===== src/pkg/cti_pkg.sv =====
// Shared constants and types for the camera trigger and status line block.
package cti_pkg;
    // ==========================================================
    // Timing
    localparam int CLK_PERIOD_NS = 50;
    localparam int US_NS = 1000;
    localparam int CYC_PER_US = US_NS / CLK_PERIOD_NS;
    localparam int PRE_W = 5;
    localparam logic [PRE_W-1:0] PRE_LAST = PRE_W'(CYC_PER_US - 1);
    localparam logic [PRE_W-1:0] PRE_RST = 5'h00;

    // ==========================================================
    // Setting widths and limits
    localparam int DLY_W = 23;
    localparam int DEB_W = 15;
    localparam logic [DLY_W-1:0] DELAY_MAX_US_DEF = 23'h4c4b40;
    localparam logic [DEB_W-1:0] DEBOUNCE_MAX_US_DEF = 15'h4e20;
    localparam logic [DLY_W-1:0] DLY_RST = 23'h000000;
    localparam logic [DEB_W-1:0] DEB_RST = 15'h0000;

    // ==========================================================
    // Reset levels
    localparam logic LEVEL_RST = 1'b0;
    localparam logic WAIT_RST = 1'b1;
    localparam logic OE_N_RST = 1'b1;

    // ==========================================================
    // Trigger source selection
    localparam logic [1:0] SRC_ISO = 2'h0;
    localparam logic [1:0] SRC_A = 2'h1;
    localparam logic [1:0] SRC_B = 2'h2;

    // User value bit that each output line drives.
    localparam int UBIT_ISO = 0;
    localparam int UBIT_A = 1;
    localparam int UBIT_B = 2;

    // ==========================================================
    // Types
    typedef enum logic [1:0] {
        OM_WAIT = 2'b00,
        OM_EXPO = 2'b01,
        OM_STROBE = 2'b10,
        OM_USER = 2'b11
    } cti_omode_t;

    typedef enum logic [1:0] {
        ST_IDLE = 2'b00,
        ST_DELAY = 2'b01,
        ST_BUSY = 2'b10
    } cti_state_t;
endpackage


===== src/design/cti_debounce.sv =====
// Debouncer that passes a level only after it has been stable for the set time.
`timescale 1ns/1ps
module cti_debounce #(
    parameter int CW = 15
) (
    // Clock and reset
    input wire logic core_clk,
    input wire logic rst,
    // Timing
    input wire logic tick_us,
    input wire logic [CW-1:0] deb_us,
    // Levels
    input wire logic raw_in,
    output logic clean_out
);
    import cti_pkg::*;

    logic clean_ff;
    logic nxt_clean;
    logic [CW-1:0] cnt_ff;
    logic [CW-1:0] nxt_cnt;

    // ==========================================================
    // Stability counter
    always_comb begin
        nxt_clean = clean_ff;
        nxt_cnt = cnt_ff;
        if (raw_in == clean_ff) begin
            nxt_cnt = '0;
        end else if (cnt_ff >= deb_us) begin
            nxt_clean = raw_in;
            nxt_cnt = '0;
        end else if (tick_us) begin
            nxt_cnt = cnt_ff + CW'(1);
        end
    end

    always_ff @(posedge core_clk) begin
        if (rst) begin
            clean_ff <= LEVEL_RST;
            cnt_ff <= '0;
        end else begin
            clean_ff <= nxt_clean;
            cnt_ff <= nxt_cnt;
        end
    end

    assign clean_out = clean_ff;
endmodule


===== src/design/cti_top.sv =====
// Trigger input qualification, trigger delay and status output lines of the camera.
//
// Notes on behaviour
// - Trigger qualified on rising or falling edge.
// - Trigger delay settable zero to five seconds.
// - Wait full delay before starting capture.
// - Delay only applies to input-configured lines.
// - Output mode only applies to output lines.
// - Output picks wait, exposure, strobe or user.
// - Wait low at exposure, high after readout.
// - Triggers ignored while trigger wait is low.
// - Exposure output follows sensor exposing one cycle later.
// - Debounce each input, zero to twenty milliseconds.
// - Pulses shorter than debounce time are dropped.
// - Only general lines change direction; isolated fixed.
// - User level uses bit per line number.
`timescale 1ns/1ps
module cti_top #(
    parameter logic [cti_pkg::DLY_W-1:0] DELAY_MAX_US = cti_pkg::DELAY_MAX_US_DEF,
    parameter logic [cti_pkg::DEB_W-1:0] DEBOUNCE_MAX_US = cti_pkg::DEBOUNCE_MAX_US_DEF
) (
    // Clock and reset
    input wire logic core_clk,
    input wire logic rst,
    // Isolated lines
    input wire logic iso_in,
    output logic iso_out,
    // General line a
    input wire logic general_line_a_in,
    output logic general_line_a_out,
    output logic general_line_a_oe_n,
    // General line b
    input wire logic general_line_b_in,
    output logic general_line_b_out,
    output logic general_line_b_oe_n,
    // Line configuration
    input wire logic dir_out_a,
    input wire logic dir_out_b,
    input wire logic [1:0] trig_src_sel,
    input wire logic edge_falling,
    input wire logic [cti_pkg::DEB_W-1:0] debounce_us,
    input wire logic [cti_pkg::DLY_W-1:0] delay_us,
    input wire cti_pkg::cti_omode_t out_mode_iso,
    input wire cti_pkg::cti_omode_t out_mode_a,
    input wire cti_pkg::cti_omode_t out_mode_b,
    input wire logic [2:0] user_value,
    // Sensor side
    input wire logic sensor_exposing,
    input wire logic readout_done,
    input wire logic strobe_in,
    output logic capture_start,
    // Status
    output logic trig_wait,
    output logic exposure_active,
    output logic trig_ignored,
    output logic delay_busy
);
    import cti_pkg::*;

    // ==========================================================
    // Microsecond prescaler
    logic [PRE_W-1:0] pre_ff;
    logic [PRE_W-1:0] nxt_pre;
    logic tick_us;

    always_comb begin
        tick_us = (pre_ff == PRE_LAST);
        nxt_pre = tick_us ? PRE_RST : pre_ff + PRE_W'(1);
    end

    always_ff @(posedge core_clk) begin
        if (rst) begin
            pre_ff <= PRE_RST;
        end else begin
            pre_ff <= nxt_pre;
        end
    end

    // ==========================================================
    // Debouncing of the three input-capable lines
    logic [DEB_W-1:0] deb_eff;
    logic clean_iso;
    logic clean_a;
    logic clean_b;

    assign deb_eff = (debounce_us > DEBOUNCE_MAX_US) ? DEBOUNCE_MAX_US : debounce_us;

    cti_debounce #(.CW(DEB_W)) u_deb_iso (
        .core_clk(core_clk),
        .rst(rst),
        .tick_us(tick_us),
        .deb_us(deb_eff),
        .raw_in(iso_in),
        .clean_out(clean_iso)
    );

    cti_debounce #(.CW(DEB_W)) u_deb_a (
        .core_clk(core_clk),
        .rst(rst),
        .tick_us(tick_us),
        .deb_us(deb_eff),
        .raw_in(general_line_a_in),
        .clean_out(clean_a)
    );

    cti_debounce #(.CW(DEB_W)) u_deb_b (
        .core_clk(core_clk),
        .rst(rst),
        .tick_us(tick_us),
        .deb_us(deb_eff),
        .raw_in(general_line_b_in),
        .clean_out(clean_b)
    );

    // ==========================================================
    // Source selection and edge qualification
    logic src_level;
    logic src_valid;
    logic prev_ff;
    logic trig_edge;

    always_comb begin
        src_level = LEVEL_RST;
        src_valid = 1'b0;
        case (trig_src_sel)
            SRC_ISO: begin
                src_level = clean_iso;
                src_valid = 1'b1;
            end
            SRC_A: begin
                src_level = clean_a;
                src_valid = !dir_out_a;
            end
            SRC_B: begin
                src_level = clean_b;
                src_valid = !dir_out_b;
            end
            default: begin
                src_valid = 1'b0;
            end
        endcase
        trig_edge = src_valid && (edge_falling ? (prev_ff && !src_level)
                                               : (!prev_ff && src_level));
    end

    always_ff @(posedge core_clk) begin
        if (rst) begin
            prev_ff <= LEVEL_RST;
        end else begin
            prev_ff <= src_level;
        end
    end

    // ==========================================================
    // Trigger delay and frame sequencing
    cti_state_t state_ff;
    cti_state_t nxt_state;
    logic [PRE_W-1:0] sub_ff;
    logic [PRE_W-1:0] nxt_sub;
    logic [DLY_W-1:0] us_ff;
    logic [DLY_W-1:0] nxt_us;
    logic [DLY_W-1:0] lat_ff;
    logic [DLY_W-1:0] nxt_lat;
    logic [DLY_W-1:0] delay_eff;
    logic go;
    logic ignore_now;

    assign delay_eff = (delay_us > DELAY_MAX_US) ? DELAY_MAX_US : delay_us;

    always_comb begin
        nxt_state = state_ff;
        nxt_sub = sub_ff;
        nxt_us = us_ff;
        nxt_lat = lat_ff;
        go = 1'b0;
        ignore_now = 1'b0;
        case (state_ff)
            ST_IDLE: begin
                if (trig_edge) begin
                    nxt_lat = delay_eff;
                    nxt_sub = PRE_RST;
                    nxt_us = DLY_RST;
                    nxt_state = ST_DELAY;
                end
            end
            ST_DELAY: begin
                ignore_now = trig_edge;
                if (us_ff == lat_ff) begin
                    go = 1'b1;
                    nxt_state = ST_BUSY;
                end else if (sub_ff == PRE_LAST) begin
                    nxt_sub = PRE_RST;
                    nxt_us = us_ff + DLY_W'(1);
                end else begin
                    nxt_sub = sub_ff + PRE_W'(1);
                end
            end
            ST_BUSY: begin
                ignore_now = trig_edge;
                if (readout_done) begin
                    nxt_state = ST_IDLE;
                end
            end
            default: begin
                nxt_state = ST_IDLE;
            end
        endcase
    end

    always_ff @(posedge core_clk) begin
        if (rst) begin
            state_ff <= ST_IDLE;
            sub_ff <= PRE_RST;
            us_ff <= DLY_RST;
            lat_ff <= DLY_RST;
        end else begin
            state_ff <= nxt_state;
            sub_ff <= nxt_sub;
            us_ff <= nxt_us;
            lat_ff <= nxt_lat;
        end
    end

    // ==========================================================
    // Status and output lines
    logic nxt_wait;
    logic wait_ff;
    logic expo_ff;
    logic start_ff;
    logic ign_ff;
    logic dbusy_ff;
    logic iso_out_ff;
    logic a_out_ff;
    logic a_oe_n_ff;
    logic b_out_ff;
    logic b_oe_n_ff;
    logic nxt_iso_out;
    logic nxt_a_out;
    logic nxt_b_out;

    function automatic logic pick(cti_omode_t m, logic ubit, logic w, logic e, logic s);
        logic r;
        case (m)
            OM_WAIT: r = w;
            OM_EXPO: r = e;
            OM_STROBE: r = s;
            OM_USER: r = ubit;
            default: r = 1'b0;
        endcase
        return r;
    endfunction

    always_comb begin
        nxt_wait = (nxt_state != ST_BUSY);
        nxt_iso_out = pick(out_mode_iso, user_value[UBIT_ISO], nxt_wait,
                           sensor_exposing, strobe_in);
        nxt_a_out = dir_out_a ? pick(out_mode_a, user_value[UBIT_A], nxt_wait,
                                     sensor_exposing, strobe_in) : LEVEL_RST;
        nxt_b_out = dir_out_b ? pick(out_mode_b, user_value[UBIT_B], nxt_wait,
                                     sensor_exposing, strobe_in) : LEVEL_RST;
    end

    always_ff @(posedge core_clk) begin
        if (rst) begin
            wait_ff <= WAIT_RST;
            expo_ff <= LEVEL_RST;
            start_ff <= LEVEL_RST;
            ign_ff <= LEVEL_RST;
            dbusy_ff <= LEVEL_RST;
            iso_out_ff <= LEVEL_RST;
            a_out_ff <= LEVEL_RST;
            a_oe_n_ff <= OE_N_RST;
            b_out_ff <= LEVEL_RST;
            b_oe_n_ff <= OE_N_RST;
        end else begin
            wait_ff <= nxt_wait;
            expo_ff <= sensor_exposing;
            start_ff <= go;
            ign_ff <= ignore_now;
            dbusy_ff <= (nxt_state == ST_DELAY);
            iso_out_ff <= nxt_iso_out;
            a_out_ff <= nxt_a_out;
            a_oe_n_ff <= !dir_out_a;
            b_out_ff <= nxt_b_out;
            b_oe_n_ff <= !dir_out_b;
        end
    end

    assign trig_wait = wait_ff;
    assign exposure_active = expo_ff;
    assign capture_start = start_ff;
    assign trig_ignored = ign_ff;
    assign delay_busy = dbusy_ff;
    assign iso_out = iso_out_ff;
    assign general_line_a_out = a_out_ff;
    assign general_line_a_oe_n = a_oe_n_ff;
    assign general_line_b_out = b_out_ff;
    assign general_line_b_oe_n = b_oe_n_ff;
endmodule


===== config.mk =====
export PLATFORM = sky130hd
export DESIGN_NAME = cti_top
export DESIGN_NICKNAME = d
export VERILOG_FILES = /design/src/pkg/cti_pkg.sv /design/src/design/cti_debounce.sv /design/src/design/cti_top.sv
export SDC_FILE = /design/constraint.sdc
export NUM_CORES = 1
export LEC_CHECK = 0
export BUFFER_PORTS_ARGS = -buffer_cell sky130_fd_sc_hd__buf_2
export CAP_MARGIN = 20
export CORE_UTILIZATION = 58
export DETAILED_ROUTE_END_ITERATION = 16
export GPL_TIMING_DRIVEN = 0
export PLACE_DENSITY = 0.79
export SYNTH_ARGS = -nofsm -noshare
export SYNTH_HDL_FRONTEND = slang
export SYNTH_HIERARCHICAL = 1
export SYNTH_SLANG_ARGS = --single-unit

===== constraint.sdc =====
create_clock -name core_clk -period 8.4 [get_ports core_clk]
set_input_delay 0.84 -clock core_clk [delete_from_list [all_inputs] [get_ports core_clk]]
set_output_delay 0.84 -clock core_clk [all_outputs]
set_load 0.02 [all_outputs]

# == Word level (Yosys, flattened, before mapping) ==
# Cells that the tools add are included.
# word_totals
ff_bits,117
in_bits,60
# classes
add_sub_neg,6
n_lt_le_gt_ge,5
n_eq_ne,24
muxes,21
bitwise_logic,7
reduce_logical,28
# ops
cell,count
$mux 23,4
$pmux 23 s2,1
$add 15x1->15 const B,3
$ge 15x15->1,3
$add 23x1->23 const B,1
$eq 23x23->1,1
$gt 23x23->1 const B,1
$eq 2x2->1 const B,8
$gt 15x15->1 const B,1
$mux 15,1
$mux 5,3
$eq 2x1->1 const B,6
$pmux 1 s4,3
$reduce_or 2->1,6
$add 5x1->5 const B,2
$eq 5x5->1 const B,2
$logic_not 2->1,5
$pmux 5 s2,1
$reduce_or 3->1,3
$ne 2x2->1 const B,4
$reduce_and 2->1,4
$not 1->1,7
$mux 2,3
$pmux 1 s3,2
8 further kinds,16

# == Longest topological paths before layout ==
# logic_depth
depth_word,10
mapped_depth,14

# == By module ==
# Netlist, hierarchy kept.
# modules_own_cells
mod,n_inst,cells_each,area_per_inst_um2
cti_top,1,406,3564.7
cti_debounce,3,127,1106.1

# == Worst setup path before layout ==
# Ideal clock, no wire load.
# synth_path
path_kind,in2reg
from,input debounce_us[0] (netlist bit)
to,register u_deb_a.clean_ff (netlist: u_deb_a/clean_out)
setup_time_ns,0.072
arrival_time_ns,3.540
setup_slack_ns,4.788
cell_stages,13
path_buffers,1
path_cell_list,or4_1 > o21ai_0 > a21oi_1 > o31ai_1 > clkbuf_1 > and2_1 > inv_1 > ha_1 > a21oi_1 > a21oi_1 > o21ai_0 > nor4b_1 > mux2i_1
# synth_via
elab_chain_cells,4
# synth_rtl
item,line,text
start: declaration,cti_top.sv:41,"input wire logic [cti_pkg::DEB_W-1:0] debounce_us,"
$gt 15x15->1,cti_top.sv:86,assign deb_eff = (debounce_us > DEBOUNCE_MAX_US) ? DEBOUNCE_MAX_US : debounce_us;
$mux 15,cti_top.sv:86,
via deb_eff[2],cti_top.sv:81,logic [DEB_W-1:0] deb_eff;
$ge 15x15->1,cti_debounce.sv:30,end else if (cnt_ff >= deb_us) begin
$reduce_and 2->1 (no line),--,
end signal: assignment,cti_debounce.sv:43,clean_ff <= nxt_clean;
end: declaration,cti_debounce.sv:18,logic clean_ff;
# The timed path passes the listed nets, and every way through them passes these cells.
# A chain may end at the register's enable or synchronous reset.

# == Final worst setup path ==
# layout_path
from,input debounce_us[0] (netlist bit)
to,register u_deb_iso.clean_ff (netlist: u_deb_iso/clean_out)
# layout_via
elab_chain_cells,4
# layout_rtl
item,line
$gt 15x15->1,cti_top.sv:86
$mux 15,cti_top.sv:86
via deb_eff[6],cti_top.sv:81
$ge 15x15->1,cti_debounce.sv:30
$reduce_and 2->1 (no line),--
end signal: assignment,cti_debounce.sv:43
end: declaration,cti_debounce.sv:18
# The timed path passes the listed nets, and every way through them passes these cells.

==> run summary <==
Sequential-to-total area share from yosys stat -> 34.0%
Synth top cells by count -> 117 x dfxtp_1, 55 x ha_1, 54 x inv_1, 50 x a21oi_1, 48 x nor2_1
Nets@finish -> 991
Largest net degree at the start of global routing -> 17
Initial core utilization -> 60.0%
CP Capture Type -> flop
Design area -> 0.00798 sq mm
# rows -> 39
Mapped Cells -> 787
Critical Path Start -> debounce_us[0]
DP Wirelength -> 12900 microns
Clock slew at reported path FFs -> 0.05 ns
# fillers -> 873
Worst r2r src -> us_ff[10]$_SDFFE_PP0P_
Flops & latches, synth -> 117
Max clock buf depth -> 2
Cts hold-fix bufs -> 0
Area post-placement -> 0.00742 sq mm
Final-report max-slew violation count -> 0
Flop2flop setup slack -> 5.53 ns
Final clock period utilization by the worst path -> 45.0%
Post-synth EDFFs -> 0
Die width -> 111 microns
Worst Setup EP -> u_deb_iso/clean_out$_SDFFE_PP0P_
R2R depth -> 8
Core area -> 0.0115 sq mm
Leading area contributor after synthesis -> dfxtp_1
Synth Warn # -> 6
Mapped Nets -> 902
Setup bufs post-CTS -> 0
Slew HR -> 49.9%
Vias in the first global route -> 6057
Diode count -> 0
Final setup viols -> 0
DP Cell Count -> 1000
Die Area -> 0.0123 sq mm
Synth top area cells -> dfxtp_1 34%, ha_1 10%, xor2_1 4.7%
PD cells -> 175 mW/mm^2
Fmax -> 264 MHz
Final Hold Viols -> 0
IO Pins -> 70
Final Power -> 1.39 mW
Crit path launch type -> input pin
Worst EP required -> 8.74 ns
CTS tree -> done
Most numerous cell in the Yosys netlist -> dfxtp_1
DR vias/cell -> 6.05
Outcome -> finished clean
Initial antenna violation count -> 0
Cell Area, Synth -> 0.00688 sq mm
Worst endpoint data arrival time -> 4.12 ns
Via count -> 6246
Worst-Skew Late Latency -> 0.43 ns
Hold Path Class -> reg2reg
TNS Setup -> 0 ns
Share of cells above drive strength 1 -> 18.2%
CTS root buf -> clkbuf_16
Port Buffers -> 69
DR iter-0 viols -> 606
# resized after CTS -> 0
Worst slack at placement -> 4.26 ns
Reg-to-reg endpoint -> us_ff[20]$_SDFFE_PP0P_
End-of-flow core utilization -> 69.6%
Post-synth cell types -> 59
Routed Antenna Nets -> 0
DR DRC count -> 0
Area grow syn2layout -> 16.0%
CTS Buf Count -> 17
Total track usage -> 28.8%
Final WS setup -> 4.62 ns
Register area -> 0.00234 sq mm
Clk sink count -> 117
Gr ovfl total -> 0
Wire length per cell -> 16.7 microns
# Max-Cap Violations -> 0
WHS -> 0.498 ns
P_leak -> 3.18 nW
WS Path Type -> in2reg
Clock Skew -> 0.0129 ns
Worst Path Max Fanout -> 10
Worst VDD drop -> 0.000186 V
Syn Area/Cell -> 8.75 sq um
Clock period minus worst slack -> 3.78 ns
Top FF cell, synth -> dfxtp_1
Post-Layout Cell Count -> 1032
Async set-reset flop share out of synthesis -> 0%
DRT Wirelength -> 17200 microns
Yosys top cell area share -> 34.0%
Worst Tran Pin Value -> 0.748 ns
RSZ-0062 raised after global routing -> false
Multi-input gate area -> 0.00422 sq mm
Die H -> 111 microns
Initial DRT Pass Iterations -> 7
Htree depth -> 4
GPL Wtd Cong -> 0.898
First-pass GRT wire length -> 28600 microns
## layer usage
layer  global-route usage, %  routed length, microns
met5                       0                       0
met4                    13.8                     371
met3                    6.94                    1150
met2                    47.2                    8210
met1                    35.4                    7470
## cells by family (layout without fill, tap and decap cells)
logic type                 count (synthesis)  in the layout  share of synthesized area, %
adders and majority gates                 55             55                          10.0
and+or+nand+nor                          305            305                          25.8
xor gates and xnor gates                  71             71                          9.03
DFF                                      117            117                          34.0
buffers and inverters                     79            181                          4.76
muxes                                     15             15                          2.20
AOI/OAI and AO/OA                        145            145                          14.2
## worst min path at each step
stage / to / cells after the start / startpoint
6_report: pre_ff[0]$_SDFF_PP0_ / 1 / pre_ff[0]$_SDFF_PP0_
5_1_grt: sub_ff[0]$_SDFFE_PP0P_ / 2 / sub_ff[0]$_SDFFE_PP0P_
4_1_cts: sub_ff[1]$_SDFFE_PP0P_ / 2 / sub_ff[1]$_SDFFE_PP0P_
3_5_place_dp: pre_ff[0]$_SDFF_PP0_ / 1 / pre_ff[0]$_SDFF_PP0_
3_3_place_gp: pre_ff[0]$_SDFF_PP0_ / 1 / pre_ff[0]$_SDFF_PP0_
2_1_floorplan: pre_ff[0]$_SDFF_PP0_ / 1 / pre_ff[0]$_SDFF_PP0_
## final cells by class
| cell class | count | share of cell area [%] |
|---|---|---|
| Buffer | 25 | 1.57 |
| Clock buffer | 19 | 5.42 |
| Clock inverter | 13 | 1.58 |
| Inverter | 54 | 2.54 |
| Multi-Input combinational cell | 591 | 52.8 |
| Sequential cell | 117 | 29.3 |
| Tap cell | 143 | 2.24 |
| Timing Repair Buffer | 70 | 4.47 |
## where the power goes
part	total [mW]	internal, mW	switching (mW)
sequential	0.572	0.565	0.00726
clock	0.680	0.409	0.272
combinational	0.141	0.0531	0.0880
total	1.39	1.03	0.367
## flip-flops by register name, summed over array words and instances, names as in the netlist, 2 cells and up
signal            flops
lat_ff               23
pre_ff                5
state_ff              2
sub_ff                5
u_deb_a/cnt_ff       15
u_deb_b/cnt_ff       15
u_deb_iso/cnt_ff     15
us_ff                23
## cell usage in the layout, fill, tap and decap left out, drive strengths merged, types with 5 or more instances in the layout
cell type  synthesis  layout
dfxtp            117     117
buf                9      79
nor2              78      78
inv               54      56
ha                55      55
a21oi             50      50
nand2             41      41
xor2              37      37
nand4             36      36
clkbuf            16      35
xnor2             34      34
nand3             31      31
o21ai             31      31
and2              18      18
or4               14      14
nand2b            14      14
mux2i             14      14
a22o              14      14
o31ai             13      13
and3              13      13
or3               12      12
nor4              10      10
and4               6       6
o221a              6       6
clkinv             0       6
nand3b             6       6
nor2b              5       5
nor3               5       5
## worst max-delay path: stages
cell and delay, ns:
buf_2 0.10, or4_1 0.50, o21ai_0 0.17, a21oi_1 0.08, o31ai_1 0.35, clkbuf_1 0.30, and2_1 0.27, inv_1 0.07
ha_1 0.33, a21oi_1 0.12, o21ai_0 0.09, o21ai_0 0.28, nor4b_1 0.37, mux2i_1 0.24
(Power assumes the default switching activity.)
